==> config.mk <==
export PLATFORM = sky130hd
export DESIGN_NAME = ppib_top
export DESIGN_NICKNAME = d
export VERILOG_FILES = /design/src/pkg/ppib_pkg.sv /design/src/verilog/ppib_top.sv /design/src/verilog/ppib_cfg_reg.sv /design/src/verilog/ppib_latch_read.sv
export SDC_FILE = /design/constraint.sdc
export NUM_CORES = 1
export LEC_CHECK = 0
export BUFFER_PORTS_ARGS = -buffer_cell sky130_fd_sc_hd__buf_2
export CORE_MARGIN = 2
export CORE_UTILIZATION = 50
export CTS_CLUSTER_SIZE = 40
export DETAILED_ROUTE_END_ITERATION = 8
export PLACE_DENSITY = 0.95
export SYNTH_ARGS = -nofsm -noshare
export SYNTH_HDL_FRONTEND = slang
export SYNTH_SLANG_ARGS = --single-unit
==> constraint.sdc <==
create_clock -name mclk -period 2.9 [get_ports mclk]
set_clock_uncertainty 0.05 [all_clocks]
set_input_delay 0 -clock mclk [delete_from_list [all_inputs] [get_ports mclk]]
set_output_delay 0 -clock mclk [all_outputs]
set_load 0.02 [all_outputs]
==> src/pkg/ppib_pkg.sv <==
// Package for the port pull-up and input-buffer configuration block.
// Holds register addresses, implemented-bit masks and reset values.
package ppib_pkg;
    localparam int unsigned ADDR_W = 16;
    localparam int unsigned DATA_W = 8;
    localparam logic [15:0] ADDR_PU_P0 = 16'hff30;
    localparam logic [15:0] ADDR_PU_P1 = 16'hff31;
    localparam logic [15:0] ADDR_PU_P3 = 16'hff33;
    localparam logic [15:0] ADDR_PU_P4 = 16'hff34;
    localparam logic [15:0] ADDR_PU_P6 = 16'hff36;
    localparam logic [15:0] ADDR_PU_P7 = 16'hff37;
    localparam logic [15:0] ADDR_PU_P12 = 16'hff3c;
    localparam logic [15:0] ADDR_SMB_BUF = 16'hff3e;
    // Implemented bits per register
    localparam logic [7:0] MASK_PU_P0 = 8'h07;
    localparam logic [7:0] MASK_PU_P1 = 8'hff;
    localparam logic [7:0] MASK_PU_P3 = 8'h0f;
    localparam logic [7:0] MASK_PU_P4 = 8'h07;
    localparam logic [7:0] MASK_PU_P6 = 8'h0f;
    localparam logic [7:0] MASK_PU_P7 = 8'h3f;
    localparam logic [7:0] MASK_PU_P12 = 8'h21;
    localparam logic [7:0] MASK_SMB_BUF = 8'h03;
    localparam logic [7:0] RST_PU = 8'h00;
    localparam logic [7:0] RST_PU_P12 = 8'h20;
    localparam logic [7:0] RST_SMB_BUF = 8'h00;
    localparam int unsigned NUM_REGS = 8;
    localparam int unsigned SMB_BIT0 = 0;
    localparam int unsigned SMB_BIT1 = 1;
    localparam int unsigned SER_P6_BIT = 2;
    localparam int unsigned SER_IN_P6_BIT = 1;
    localparam int unsigned SER_P12_BIT = 0;
endpackage

==> src/verilog/ppib_top.sv <==
// Port pull-up select, SMBus input-buffer select and port-12 latch read-back.
// Assumes a CPU special-register bus: single-cycle read/write strobes, 16-bit
// address, and a per-bit write mask for bit-manipulation instructions.
//
// Summary of operation
// Clock-mode pins read output latch as zero
// Software avoids latch on analog input pins
// Pull-up bit one connects pin pull-up
// Buffer register selects port6 low pin buffers
// Both buffer bits one give SMBus levels
// Buffer register accepts bit and byte writes
// Reset clears buffer register to zero
// Serial out on port6 bit2 when select zero
// Serial out on port12 bit0 when select one
// Serial in on port6 bit1, select zero
// Unimplemented pull-up bits read zero, ignore writes
`timescale 1ns/1ps
module ppib_top (
    // Clock and reset
    input wire logic mclk,
    input wire logic nrst,
    // CPU register bus
    input wire logic [15:0] bus_addr,
    input wire logic bus_wr,
    input wire logic bus_rd,
    input wire logic [7:0] bus_wr_bits,
    input wire logic [7:0] bus_wdata,
    output logic [7:0] bus_rdata,
    output logic bus_hit,
    // Port 12 output latch and clock-mode pins
    input wire logic [7:0] port12_latch,
    input wire logic [7:0] port12_clk_pins,
    // Serial routing state from other registers
    input wire logic serial_pin_select,
    input wire logic [7:0] port6_dir,
    input wire logic [7:0] port6_latch,
    input wire logic [7:0] port12_dir,
    input wire logic [7:0] port12_latch_raw,
    input wire logic serial_data_out,
    input wire logic [7:0] port6_pin_in,
    // Pull-up enables per port
    output logic [7:0] pullup_en_p0,
    output logic [7:0] pullup_en_p1,
    output logic [7:0] pullup_en_p3,
    output logic [7:0] pullup_en_p4,
    output logic [7:0] pullup_en_p6,
    output logic [7:0] pullup_en_p7,
    output logic [7:0] pullup_en_p12,
    // Input buffer selects for port6 bits 0 and 1
    output logic [1:0] smbus_buf_sel,
    output logic smbus_levels_active,
    // Serial routing
    output logic port6_bit2_serial_out,
    output logic port6_bit2_serial_en,
    output logic port12_bit0_serial_out,
    output logic port12_bit0_serial_en,
    output logic serial_data_in
);
    localparam int unsigned N = ppib_pkg::NUM_REGS;

    // Address-ordered tables; the buffer select is always the last entry
    localparam logic [15:0] ADDRS [N] = '{
        ppib_pkg::ADDR_PU_P0,
        ppib_pkg::ADDR_PU_P1,
        ppib_pkg::ADDR_PU_P3,
        ppib_pkg::ADDR_PU_P4,
        ppib_pkg::ADDR_PU_P6,
        ppib_pkg::ADDR_PU_P7,
        ppib_pkg::ADDR_PU_P12,
        ppib_pkg::ADDR_SMB_BUF
    };
    localparam logic [7:0] MASKS [N] = '{
        ppib_pkg::MASK_PU_P0,
        ppib_pkg::MASK_PU_P1,
        ppib_pkg::MASK_PU_P3,
        ppib_pkg::MASK_PU_P4,
        ppib_pkg::MASK_PU_P6,
        ppib_pkg::MASK_PU_P7,
        ppib_pkg::MASK_PU_P12,
        ppib_pkg::MASK_SMB_BUF
    };
    localparam logic [7:0] RSTS [N] = '{
        ppib_pkg::RST_PU,
        ppib_pkg::RST_PU,
        ppib_pkg::RST_PU,
        ppib_pkg::RST_PU,
        ppib_pkg::RST_PU,
        ppib_pkg::RST_PU,
        ppib_pkg::RST_PU_P12,
        ppib_pkg::RST_SMB_BUF
    };
    localparam int unsigned IDX_SMB = 7;

    function automatic logic addr_match(input logic [15:0] a, input logic [15:0] ref_a);
        addr_match = (a == ref_a);
    endfunction

    logic [7:0] regs [N];
    logic [N-1:0] sel;
    logic [7:0] p12_read;

    genvar gi;
    generate
        for (gi = 0; gi < N; gi++) begin : g_reg
            assign sel[gi] = addr_match(bus_addr, ADDRS[gi]);
            ppib_cfg_reg #(
                .MASK(MASKS[gi]),
                .RST(RSTS[gi])
            ) u_reg (
                .mclk(mclk),
                .nrst(nrst),
                .wr_en(bus_wr & sel[gi]),
                .wr_bits(bus_wr_bits),
                .wr_data(bus_wdata),
                .value(regs[gi])
            );
        end
    endgenerate

    ppib_latch_read u_p12_rd (
        .latch(port12_latch),
        .clk_pin_mask(port12_clk_pins),
        .rd_value(p12_read)
    );

    // Pull-up copies cover every table entry below the buffer select
    localparam int unsigned NUM_PU = IDX_SMB;

    // Serial output owns a pin only with the right select, direction zero and latch zero
    function automatic logic serial_out_route(
        input logic want_sel,
        input logic pin_sel,
        input logic dir_bit,
        input logic latch_bit
    );
        serial_out_route = (pin_sel == want_sel) && !dir_bit && !latch_bit;
    endfunction

    // Read path
    logic [7:0] rdata_q;
    logic [7:0] rdata_d;
    logic hit_q;
    logic hit_d;

    always_comb begin
        // A miss returns the filtered port-12 latch, so one flop serves both kinds of read
        rdata_d = p12_read;
        hit_d = 1'b0;
        for (int i = 0; i < N; i++) begin
            if (bus_rd && sel[i]) begin
                rdata_d = regs[i] & MASKS[i];
                hit_d = 1'b1;
            end
        end
    end

    // Read answers stand one cycle and are refreshed on every edge
    always_ff @(posedge mclk or negedge nrst) begin
        if (!nrst) begin
            rdata_q <= 8'h00;
            hit_q <= 1'b0;
        end else begin
            rdata_q <= rdata_d;
            hit_q <= hit_d;
        end
    end

    // Pull-up enables, one registered copy per port
    logic [7:0] pu_q [NUM_PU];
    logic [7:0] pu_d [NUM_PU];

    always_comb begin
        // Unimplemented bits are already zero in the registers
        for (int i = 0; i < NUM_PU; i++) begin
            pu_d[i] = regs[i];
        end
    end

    always_ff @(posedge mclk or negedge nrst) begin
        if (!nrst) begin
            // Copies reset to the register values, so port 12 keeps its pull-up through reset
            for (int i = 0; i < NUM_PU; i++) begin
                pu_q[i] <= RSTS[i];
            end
        end else begin
            for (int i = 0; i < NUM_PU; i++) begin
                pu_q[i] <= pu_d[i];
            end
        end
    end

    // Input buffer selects for the two lowest port-6 pins
    logic [1:0] smb_q;
    logic [1:0] smb_d;
    logic smb_lv_q;
    logic smb_lv_d;

    always_comb begin
        smb_d = {regs[IDX_SMB][ppib_pkg::SMB_BIT1], regs[IDX_SMB][ppib_pkg::SMB_BIT0]};
        // One pin alone on SMBus levels is a mixed setup, so both bits are required
        smb_lv_d = &smb_d;
    end

    always_ff @(posedge mclk or negedge nrst) begin
        if (!nrst) begin
            // Normal buffers after any reset
            smb_q <= 2'h0;
            smb_lv_q <= 1'b0;
        end else begin
            smb_q <= smb_d;
            smb_lv_q <= smb_lv_d;
        end
    end

    // Serial output on port-6 bit 2
    // Enable and data register together so the pin never shows a stale mix
    logic p62_o_q;
    logic p62_o_d;
    logic p62_e_q;
    logic p62_e_d;

    always_comb begin
        p62_e_d = serial_out_route(1'b0, serial_pin_select, port6_dir[ppib_pkg::SER_P6_BIT],
            port6_latch[ppib_pkg::SER_P6_BIT]);
        p62_o_d = serial_data_out;
    end

    always_ff @(posedge mclk or negedge nrst) begin
        if (!nrst) begin
            p62_o_q <= 1'b0;
            p62_e_q <= 1'b0;
        end else begin
            p62_o_q <= p62_o_d;
            p62_e_q <= p62_e_d;
        end
    end

    // Serial output on port-12 bit 0
    // Pin select one moves the serial output here instead of port 6
    logic port12_bit0_o_q;
    logic port12_bit0_o_d;
    logic port12_bit0_e_q;
    logic port12_bit0_e_d;

    always_comb begin
        port12_bit0_e_d = serial_out_route(1'b1, serial_pin_select, port12_dir[ppib_pkg::SER_P12_BIT],
            port12_latch_raw[ppib_pkg::SER_P12_BIT]);
        port12_bit0_o_d = serial_data_out;
    end

    always_ff @(posedge mclk or negedge nrst) begin
        if (!nrst) begin
            port12_bit0_o_q <= 1'b0;
            port12_bit0_e_q <= 1'b0;
        end else begin
            port12_bit0_o_q <= port12_bit0_o_d;
            port12_bit0_e_q <= port12_bit0_e_d;
        end
    end

    // Serial input; the latch is a don't-care and an unrouted input idles high
    logic si_q;
    logic si_d;

    always_comb begin
        si_d = 1'b1;
        if (!serial_pin_select && port6_dir[ppib_pkg::SER_IN_P6_BIT]) begin
            si_d = port6_pin_in[ppib_pkg::SER_IN_P6_BIT];
        end
    end

    always_ff @(posedge mclk or negedge nrst) begin
        if (!nrst) begin
            si_q <= 1'b1;
        end else begin
            si_q <= si_d;
        end
    end

    // Bus answer
    assign bus_rdata = rdata_q;
    assign bus_hit = hit_q;

    // Pull-up enables
    assign pullup_en_p0 = pu_q[0];
    assign pullup_en_p1 = pu_q[1];
    assign pullup_en_p3 = pu_q[2];
    assign pullup_en_p4 = pu_q[3];
    assign pullup_en_p6 = pu_q[4];
    assign pullup_en_p7 = pu_q[5];
    assign pullup_en_p12 = pu_q[6];

    // Buffer selects
    assign smbus_buf_sel = smb_q;
    assign smbus_levels_active = smb_lv_q;

    // Serial routing
    assign port6_bit2_serial_out = p62_o_q;
    assign port6_bit2_serial_en = p62_e_q;
    assign port12_bit0_serial_out = port12_bit0_o_q;
    assign port12_bit0_serial_en = port12_bit0_e_q;
    assign serial_data_in = si_q;
endmodule

==> src/verilog/ppib_cfg_reg.sv <==
// One 8-bit configuration register with a mask of implemented bits.
// Assumes single-cycle writes with a bit-write mask from the CPU bus.
`timescale 1ns/1ps
module ppib_cfg_reg #(
    parameter logic [7:0] MASK = 8'hff,
    parameter logic [7:0] RST = 8'h00
) (
    // Clock and reset
    input wire logic mclk,
    input wire logic nrst,
    // Write side
    input wire logic wr_en,
    input wire logic [7:0] wr_bits,
    input wire logic [7:0] wr_data,
    // Stored value
    output logic [7:0] value
);
    logic [7:0] value_q;
    logic [7:0] value_d;

    always_comb begin
        value_d = value_q;
        if (wr_en) begin
            // Only selected and implemented bits change
            value_d = ((value_q & ~(wr_bits & MASK)) | (wr_data & wr_bits & MASK)) & MASK;
        end
    end

    always_ff @(posedge mclk or negedge nrst) begin
        if (!nrst) begin
            value_q <= RST;
        end else begin
            value_q <= value_d;
        end
    end

    assign value = value_q;
endmodule

==> src/verilog/ppib_latch_read.sv <==
// Output-latch read-back filter for one port.
// Assumes the clock generator reports which pins serve the main clock.
`timescale 1ns/1ps
module ppib_latch_read (
    // Latch and clock-pin mask
    input wire logic [7:0] latch,
    input wire logic [7:0] clk_pin_mask,
    // Filtered read value
    output logic [7:0] rd_value
);
    // Clock pins read as zero whatever was written
    assign rd_value = latch & ~clk_pin_mask;
endmodule

Word level (Yosys, flattened, before mapping)
Cells that the tools add are included.
{"block": "word_totals", "ff_bits": 78, "out_inout_bits": 73, "elab_cells": 101}
{"block": "classes", "n_eq_ne": 8, "mux": 17, "bitwise": 34, "reduce_logical": 19}
{"op": "== test 16 bit, second input constant", "count": 8}
{"op": "two-way mux 8 bit", "count": 8}
{"op": "AND 8 bit", "count": 3}
{"op": "NOT 8 bit", "count": 2}
{"op": "logical AND 1 bit", "count": 13}
{"op": "AND 6 bit", "count": 2}
{"op": "NOT 6 bit", "count": 2}
{"op": "OR 6 bit", "count": 2}
{"op": "two-way mux 1 bit", "count": 9}
{"op": "AND 1 bit", "count": 8}
{"op": "AND 4 bit", "count": 2}
{"op": "OR 4 bit", "count": 2}
{"op": "OR 8 bit", "count": 1}
{"op": "AND 3 bit", "count": 2}
{"op": "OR 3 bit", "count": 2}
{"op": "zero test 1 bit", "count": 5}
{"op": "NOT 4 bit", "count": 1}
{"op": "NOT 3 bit", "count": 1}
{"op": "AND 2 bit", "count": 1}
{"op": "NOT 2 bit", "count": 1}
{"op": "OR 2 bit", "count": 1}
{"op": "AND reduction 2 bit", "count": 1}
{"op": "NOT 1 bit", "count": 1}

Depth between registers and ports, before layout
Gate-level depths: netlist of run 1.
{"block": "depth", "ltp_word": 10, "ltp_mapped": 6, "mapped_depth_nobuf": 5}

By module
From an unflattened synthesis of run 1, not the netlist that was laid out.
{"block": "hier_totals", "hier_cells": 333, "area_unflattened_um2": 4289.1}
{"module": "ppib_top", "n_inst": 1, "cells_per_inst": 189, "area_per_inst_um2": 2498.6, "seq_area_each_um2": 1804.2}
{"module": "ppib_cfg_reg (g_reg[2].u_reg ...)", "n_inst": 2, "cells_per_inst": 17, "area_per_inst_um2": 209.0, "seq_area_each_um2": 100.1}
{"module": "ppib_cfg_reg (g_reg[1].u_reg)", "n_inst": 1, "cells_per_inst": 25, "area_per_inst_um2": 361.6, "seq_area_each_um2": 200.2}
{"module": "ppib_cfg_reg (g_reg[0].u_reg ...)", "n_inst": 2, "cells_per_inst": 15, "area_per_inst_um2": 172.7, "seq_area_each_um2": 75.1}
{"module": "ppib_cfg_reg (g_reg[5].u_reg)", "n_inst": 1, "cells_per_inst": 21, "area_per_inst_um2": 281.5, "seq_area_each_um2": 150.1}
{"module": "ppib_cfg_reg (g_reg[6].u_reg)", "n_inst": 1, "cells_per_inst": 13, "area_per_inst_um2": 137.6, "seq_area_each_um2": 51.3}
{"module": "ppib_cfg_reg (g_reg[7].u_reg)", "n_inst": 1, "cells_per_inst": 13, "area_per_inst_um2": 136.4, "seq_area_each_um2": 50.0}
{"module": "ppib_latch_read", "n_inst": 1, "cells_per_inst": 8, "area_per_inst_um2": 110.1, "seq_area_each_um2": 0.0}

Worst setup path after synthesis of run 1
No wires, ideal clock.
{"block": "synth_path", "path_kind": "input to register", "startpoint": "input port bus_addr[6]", "endpoint": "register (tool-made name)", "setup_time_ps": 127, "arrival_time_ps": 1555, "slack_ps": 1167, "cell_stages": 5, "n_path_buf": 0, "path_cell_list": "nand4bb_4 or4b_4 nor3b_4 nand2_1 mux2_1"}
{"item": "start, declared", "line_no": "ppib_top.sv:23", "text": "input wire logic [15:0] bus_addr,"}

==> results.py, run 1 <==
metrics = {
    "run_status": {
        "outcome": "finished, final reports clean",
    },
    "timing": {
        "setup_ws_ns": 0.4143,
        "rsz0062_at_grt": "no",
        "relSlewSlack_pct": 38.08,
        "setup_tns_ns": 0,
        "min_period_over_period_pct": 85.72,
        "fin_crit_ns": 2.486,
        "hold_viol": 0,
        "max_freq_mhz": 402.3,
        "drv_slew": 0,
        "worstMarginPinSlew_ns": 0.9289,
        "setup-violations-final": 0,
    },
    "power_and_ir_drop": {
        "power_density_mw_per_mm2": 461.9,
        "seq_power_share_pct": 52.2,
        "swShare_pct": 24.23,
        "clkPwrFrac_pct": 37.5,
        "combPwrFrac_pct": 10.3,
        "switching_power_mw": 0.5090,
        "intPower_mw": 1.591,
        "vdd_drop_max_mv": 0.2886,
        "total_power_mw": 2.100,
        "leakagePower_nw": 2.404,
    },
    "clocking": {
        "cts_root_buf": "clkbuf_8",
        "cts_buffers": 9,
        "cts_sinks": 78,
        "clock_latency_ns": 0.35,
        "cts_tree": "done",
        "htreeDepth": 3,
        "clkTransAtPathRegs_ns": 0.07,
        "clockBufferDepth": 2,
    },
    "placement": {
        "dp.cells": 495,
        "globalplace.congestion": 0.8672,
        "hpwl_um": 5976,
        "port_buffers": 106,
        "dp_worst_setup_slack_ns": 0.6285,
    },
    "synth": {
        "synth_seq_cells": 78,
        "ys_seq_area_share_pct": 55.76,
        "syn_area_per_cell_um2": 11.54,
        "ys_warn_count": 0,
        "syn_inst": 304,
        "synth_ff_type": "dfrtp_1",
        "synth_edf_count": 0,
        "synth_mux_area_share_pct": 11.45,
        "synthDistinctLibCells": 47,
        "async_flop_share_pct": 100.0,
        "yosys-top-cells-count": "dfrtp_1 (75), mux2_2 (32), buf_4 (27), nand2_1 (25), nor2_1 (19)",
        "synth_most_common_cell": "dfrtp_1",
        "synthTopCellsByArea": "dfrtp_1 (54%), mux2_2 (10%), buf_4 (5.8%), nand2_1 (2.7%), dfstp_2 (2.2%)",
        "synthAdderAreaFrac_pct": 0,
        "synth_top_area_share_pct": 53.51,
        "synth_compound_area_share_pct": 7.171,
        "synth_top_family_by_area": "simple AND/OR/NAND/NOR gates",
        "yosys.area.top_type": "dfrtp_1",
        "syn-cell-area_mm2": 0.003507,
        "synthSimpleGateAreaFrac_pct": 18.12,
        "synthXorXnorAreaFrac_pct": 0,
    },
    "grt": {
        "grt.overflow.total": 0,
        "antenna_found_initial": 0,
        "grt_start_max_net_pins": 79,
        "track_usage_pct": 24.16,
        "grt_pass1_wl_um": 13780,
        "grt_pass1_vias": 2826,
    },
    "floorplan": {
        "die_area_mm2": 0.007700,
        "start_util_pct": 51.62,
        "die_h_um": 87.75,
        "ios": 167,
        "fp-row-count": 30,
        "die_w_um": 87.75,
        "core_area_mm2": 0.006794,
    },
    "detailed_routing": {
        "first_pass_iters": 4,
        "vias": 2775,
        "wl_per_cell_um": 15.93,
        "vias_per_cell": 5.101,
        "drc": 0,
        "antenna_left": 0,
        "wl_um": 8667,
        "drt_iter0_drc": 270,
    },
    "setup_path": {
        "crit_path_end_kind": "register",
        "rr_worst_depth": 2,
        "critPathMaxFanout": 16,
        "crit_path_start_kind": "input port",
        "worstSetupPathType": "in2reg",
        "arrival_ns": 2.67,
        "reg2reg_slack_ns": 1.44,
        "crit_required_ns": 3.08,
    },
    "cells_and_area": {
        "areaGrowthSynthToFinish_pct": 29.65,
        "fin_cells": 544,
        "nFillCells": 528,
        "final_layout_size_suffix_gt1_share_pct": 37.05,
        "final_nets": 537,
        "n_antenna_cell": 0,
        "final_util_pct": 66.92,
    },
    "hold_path": {
        "min_path_cells": 4,
        "min_path_type": "in2reg",
        "hp-start": "port12_clk_pins[3]",
        "holdPathEnd": "bus_rdata[3]",
    },
    "flow_run": {
        "drv_cap": 0,
    },
}
stage by stage:
stage               instance area, um^2  hold slack, ns
floorplan                          3601         -0.3456
global placement                   4025         0.06114
detailed placement                 4025         0.06662
CTS                                4547        0.006462
global route                       4547         0.04535
finish                             4547         0.02154
final cells by class:
type	count	area, um^2	share of cell area (%)
Inverter	4	15.01	0.3302
Sequential cell	78	1956	43.01
Timing Repair Buffer	141	878.3	19.32
Clock buffer	11	141.4	3.110
Multi-Input combinational cell	209	1386	30.49
Tap cell	96	120.1	2.642
Clock inverter	5	50.05	1.101
cell families after synthesis:
family / count (synthesis)
AND/OR/NAND/NOR: 106
flip-flops: 78
buffers and inverters: 42
AO/OA/AOI/OAI: 41
multiplexers: 36
other: 1
power by group through the flow:
stage / registers [mW] / clock network, mW / logic, mW
final: 1.10 / 0.787 / 0.216
after global routing: 1.10 / 0.857 / 0.240
after global placement: 1.12 / 0 / 0.184
after floorplan: 1.13 / 0 / 0.112
after CTS: 1.10 / 0.805 / 0.215
after detailed placement: 1.12 / 0 / 0.188
cells in the final DEF, fill, tap and decap left out, drive strengths merged, types with 5 or more instances in the layout:
master,count
nand3,9
clkbuf,11
buf,108
dlygate4sd3,33
nand2b,5
nor2,19
o21ai,11
dfrtp,75
nor2b,5
nor3,6
conb,26
mux2,33
nor4,5
nand2,25
a21oi,13
nor3b,10
nand4,6
and3,6
critical path: stages:
cell	delay, ns
buf_2	0.28
nor3b_1	0.29
or4b_4	0.54
nor3b_4	0.52
nand2_1	0.12
mux2_1	0.34
dlygate4sd3_1	0.57
timing repair:
action / CTS / global route
setup buffers: 0 / 0
hold buffers: 33 / 0
hold endpoints to repair: 115 / 0
gates resized for setup: 0 / 0
how the worst max path moves through the flow:
| stage | startpoint | to | slack (ns) | cells after the start |
|---|---|---|---|---|
| 2_1_floorplan | bus_addr[6] | register | 1.17 | 5 |
| 3_3_place_gp | bus_addr[0] | register | 0.69 | 6 |
| 3_5_place_dp | bus_addr[0] | register | 0.63 | 6 |
| 4_1_cts | bus_addr[0] | register | 0.46 | 7 |
| 5_1_grt | bus_addr[0] | register | 0.28 | 7 |
| 6_report | bus_addr[0] | register | 0.41 | 7 |
metal layers:
metal,GRT usage (%),up-vias,wire length (um)
met5,0,-,0
met4,7.972,0,160
met3,5.938,14,480
met2,40.84,109,4474
met1,30.59,1345,3551
li1,-,1307,-
Power figures use the tool's default switching activity.
==> run 2: changes to the inputs <==
HOLD_SLACK_MARGIN = 0.05   (was unset)
RECOVER_POWER = 50   (was unset)
==> results.py, run 2 (same netlist as run 1, synthesis figures left out) <==
metrics = {
    "clocking": {
        "cts_buffers": 9,
        "clkTransAtPathRegs_ns": 0.07,
        "clockBufferDepth": 2,
        "cts_setup_buffers": 0,
        "postCtsHoldBufs": 41,
        "cts_sinks": 78,
        "clock_latency_ns": 0.35,
        "cts_tree": "done",
        "htreeDepth": 3,
        "cts_root_buf": "clkbuf_8",
        "cts_resized": 0,
    },
    "floorplan": {
        "core_area_mm2": 0.006794,
        "fp-row-count": 30,
        "die_area_mm2": 0.007700,
        "die_w_um": 87.75,
        "die_h_um": 87.75,
        "start_util_pct": 51.62,
        "ios": 167,
    },
    "grt": {
        "grt_pass1_wl_um": 13970,
        "track_usage_pct": 24.48,
        "grt.overflow.total": 0,
        "grt_pass1_vias": 2861,
        "grt_start_max_net_pins": 79,
        "antenna_found_initial": 0,
    },
    "cells_and_area": {
        "final_common_cell": "dfrtp_1",
        "n_antenna_cell": 0,
        "areaGrowthSynthToFinish_pct": 30.18,
        "final_layout_size_suffix_gt1_share_pct": 25.88,
        "final_cell_mix": "dfrtp_1 (75), buf_2 (58), clkbuf_1 (48)",
        "final_nets": 545,
        "multiInputGateArea_mm2": 0.001386,
        "regArea_mm2": 0.001956,
        "nFillCells": 543,
    },
    "power_and_ir_drop": {
        "vdd_drop_max_mv": 0.2890,
        "power_density_mw_per_mm2": 462.8,
        "total_power_mw": 2.113,
        "leakagePower_nw": 2.247,
    },
    "setup_path": {
        "arrival_ns": 2.68,
        "worstSetupPathType": "in2reg",
        "crit_path_end_kind": "register",
        "worstReg2RegEnd": "bus_rdata[3]",
        "crit_path_start_kind": "input port",
        "rr_worst_depth": 5,
        "critPathMaxFanout": 16,
        "reg2reg_slack_ns": 1.28,
        "worstSetupStartpoint": "bus_addr[0]",
        "crit_required_ns": 3.09,
    },
    "timing": {
        "drv_slew": 79,
        "setup-violations-final": 0,
        "max_freq_mhz": 401.7,
        "hold-worst-slack_ns": 0.06731,
        "rsz0062_at_grt": "no",
        "hold_viol": 0,
        "relSlewSlack_pct": -21.44,
        "min_period_over_period_pct": 85.85,
        "worstMarginPinSlew_ns": 1.822,
        "setup_tns_ns": 0,
        "fin_crit_ns": 2.490,
    },
    "detailed_routing": {
        "vias": 2837,
        "first_pass_iters": 4,
        "wl_per_cell_um": 16.14,
        "antenna_left": 0,
        "vias_per_cell": 5.139,
        "drt_iter0_drc": 348,
        "drc": 0,
        "wl_um": 8907,
    },
    "run_status": {
        "violations": "capacitance limit, slew limit",
        "outcome": "finished, violations left",
    },
    "placement": {
        "globalplace.congestion": 0.8672,
        "port_buffers": 106,
        "hpwl_um": 5976,
    },
    "hold_path": {
        "min_path_type": "in2reg",
    },
    "flow_run": {
        "drv_cap": 1,
    },
}
-- run 2: through the flow --
stage	worst slack (ns)	instance area, um^2	util, %	cells
after floorplan	1.167	3601	-	329
after global placement	0.6895	4025	59.24	495
after detailed placement	0.6285	4025	59.24	495
after CTS	0.4619	4627	68.10	552
after global routing	0.2753	4566	67.20	552
final	0.4105	4566	67.20	552
-- run 2: final cells by class --
cell class                      count  area share, %
Sequential cell                    78          42.83
Multi-Input combinational cell    209          30.36
Timing Repair Buffer              149          19.65
Clock buffer                       11          3.097
Tap cell                           96          2.631
Clock inverter                      5          1.096
Inverter                            4         0.3289
-- run 2: worst max-delay path, stage by stage --
cell and delay [ns]:
buf_2 0.29, nor3b_1 0.29, or4b_4 0.54, nor3b_4 0.53
nand2_1 0.12, mux2_1 0.34, dlygate4sd3_1 0.57
-- run 2: worst min-delay path by stage --
stage | startpoint | end | slack (ns) | depth (start not counted)
final | port12_latch[5] | bus_rdata[5] | 0.07 | 4
after global routing | bus_wr | register | 0.08 | 3
after CTS | port12_latch[5] | bus_rdata[5] | 0.06 | 4
after detailed placement | serial_data_out | port12_bit0_serial_out | 0.07 | 1
after global placement | serial_data_out | port12_bit0_serial_out | 0.06 | 1
after floorplan | nrst | asynchronous set/reset pin | -0.35 | 0
-- run 2: report_power, final --
group / leakage (nW) / total (mW) / switching, mW / internal (mW)
clock: 0.103 / 0.793 / 0.378 / 0.415
sequential: 1.07 / 1.10 / 0.00211 / 1.10
combinational: 1.08 / 0.222 / 0.137 / 0.0846
-- run 2: metal layers --
metal | global-route usage, % | part of all wire, % | vias up
li1 | - | - | 1325
met1 | 30.84 | 39 | 1360
met2 | 41.46 | 51 | 134
met3 | 5.938 | 7.2 | 18
met4 | 8.392 | 2.1 | 0
met5 | 0 | 0 | -
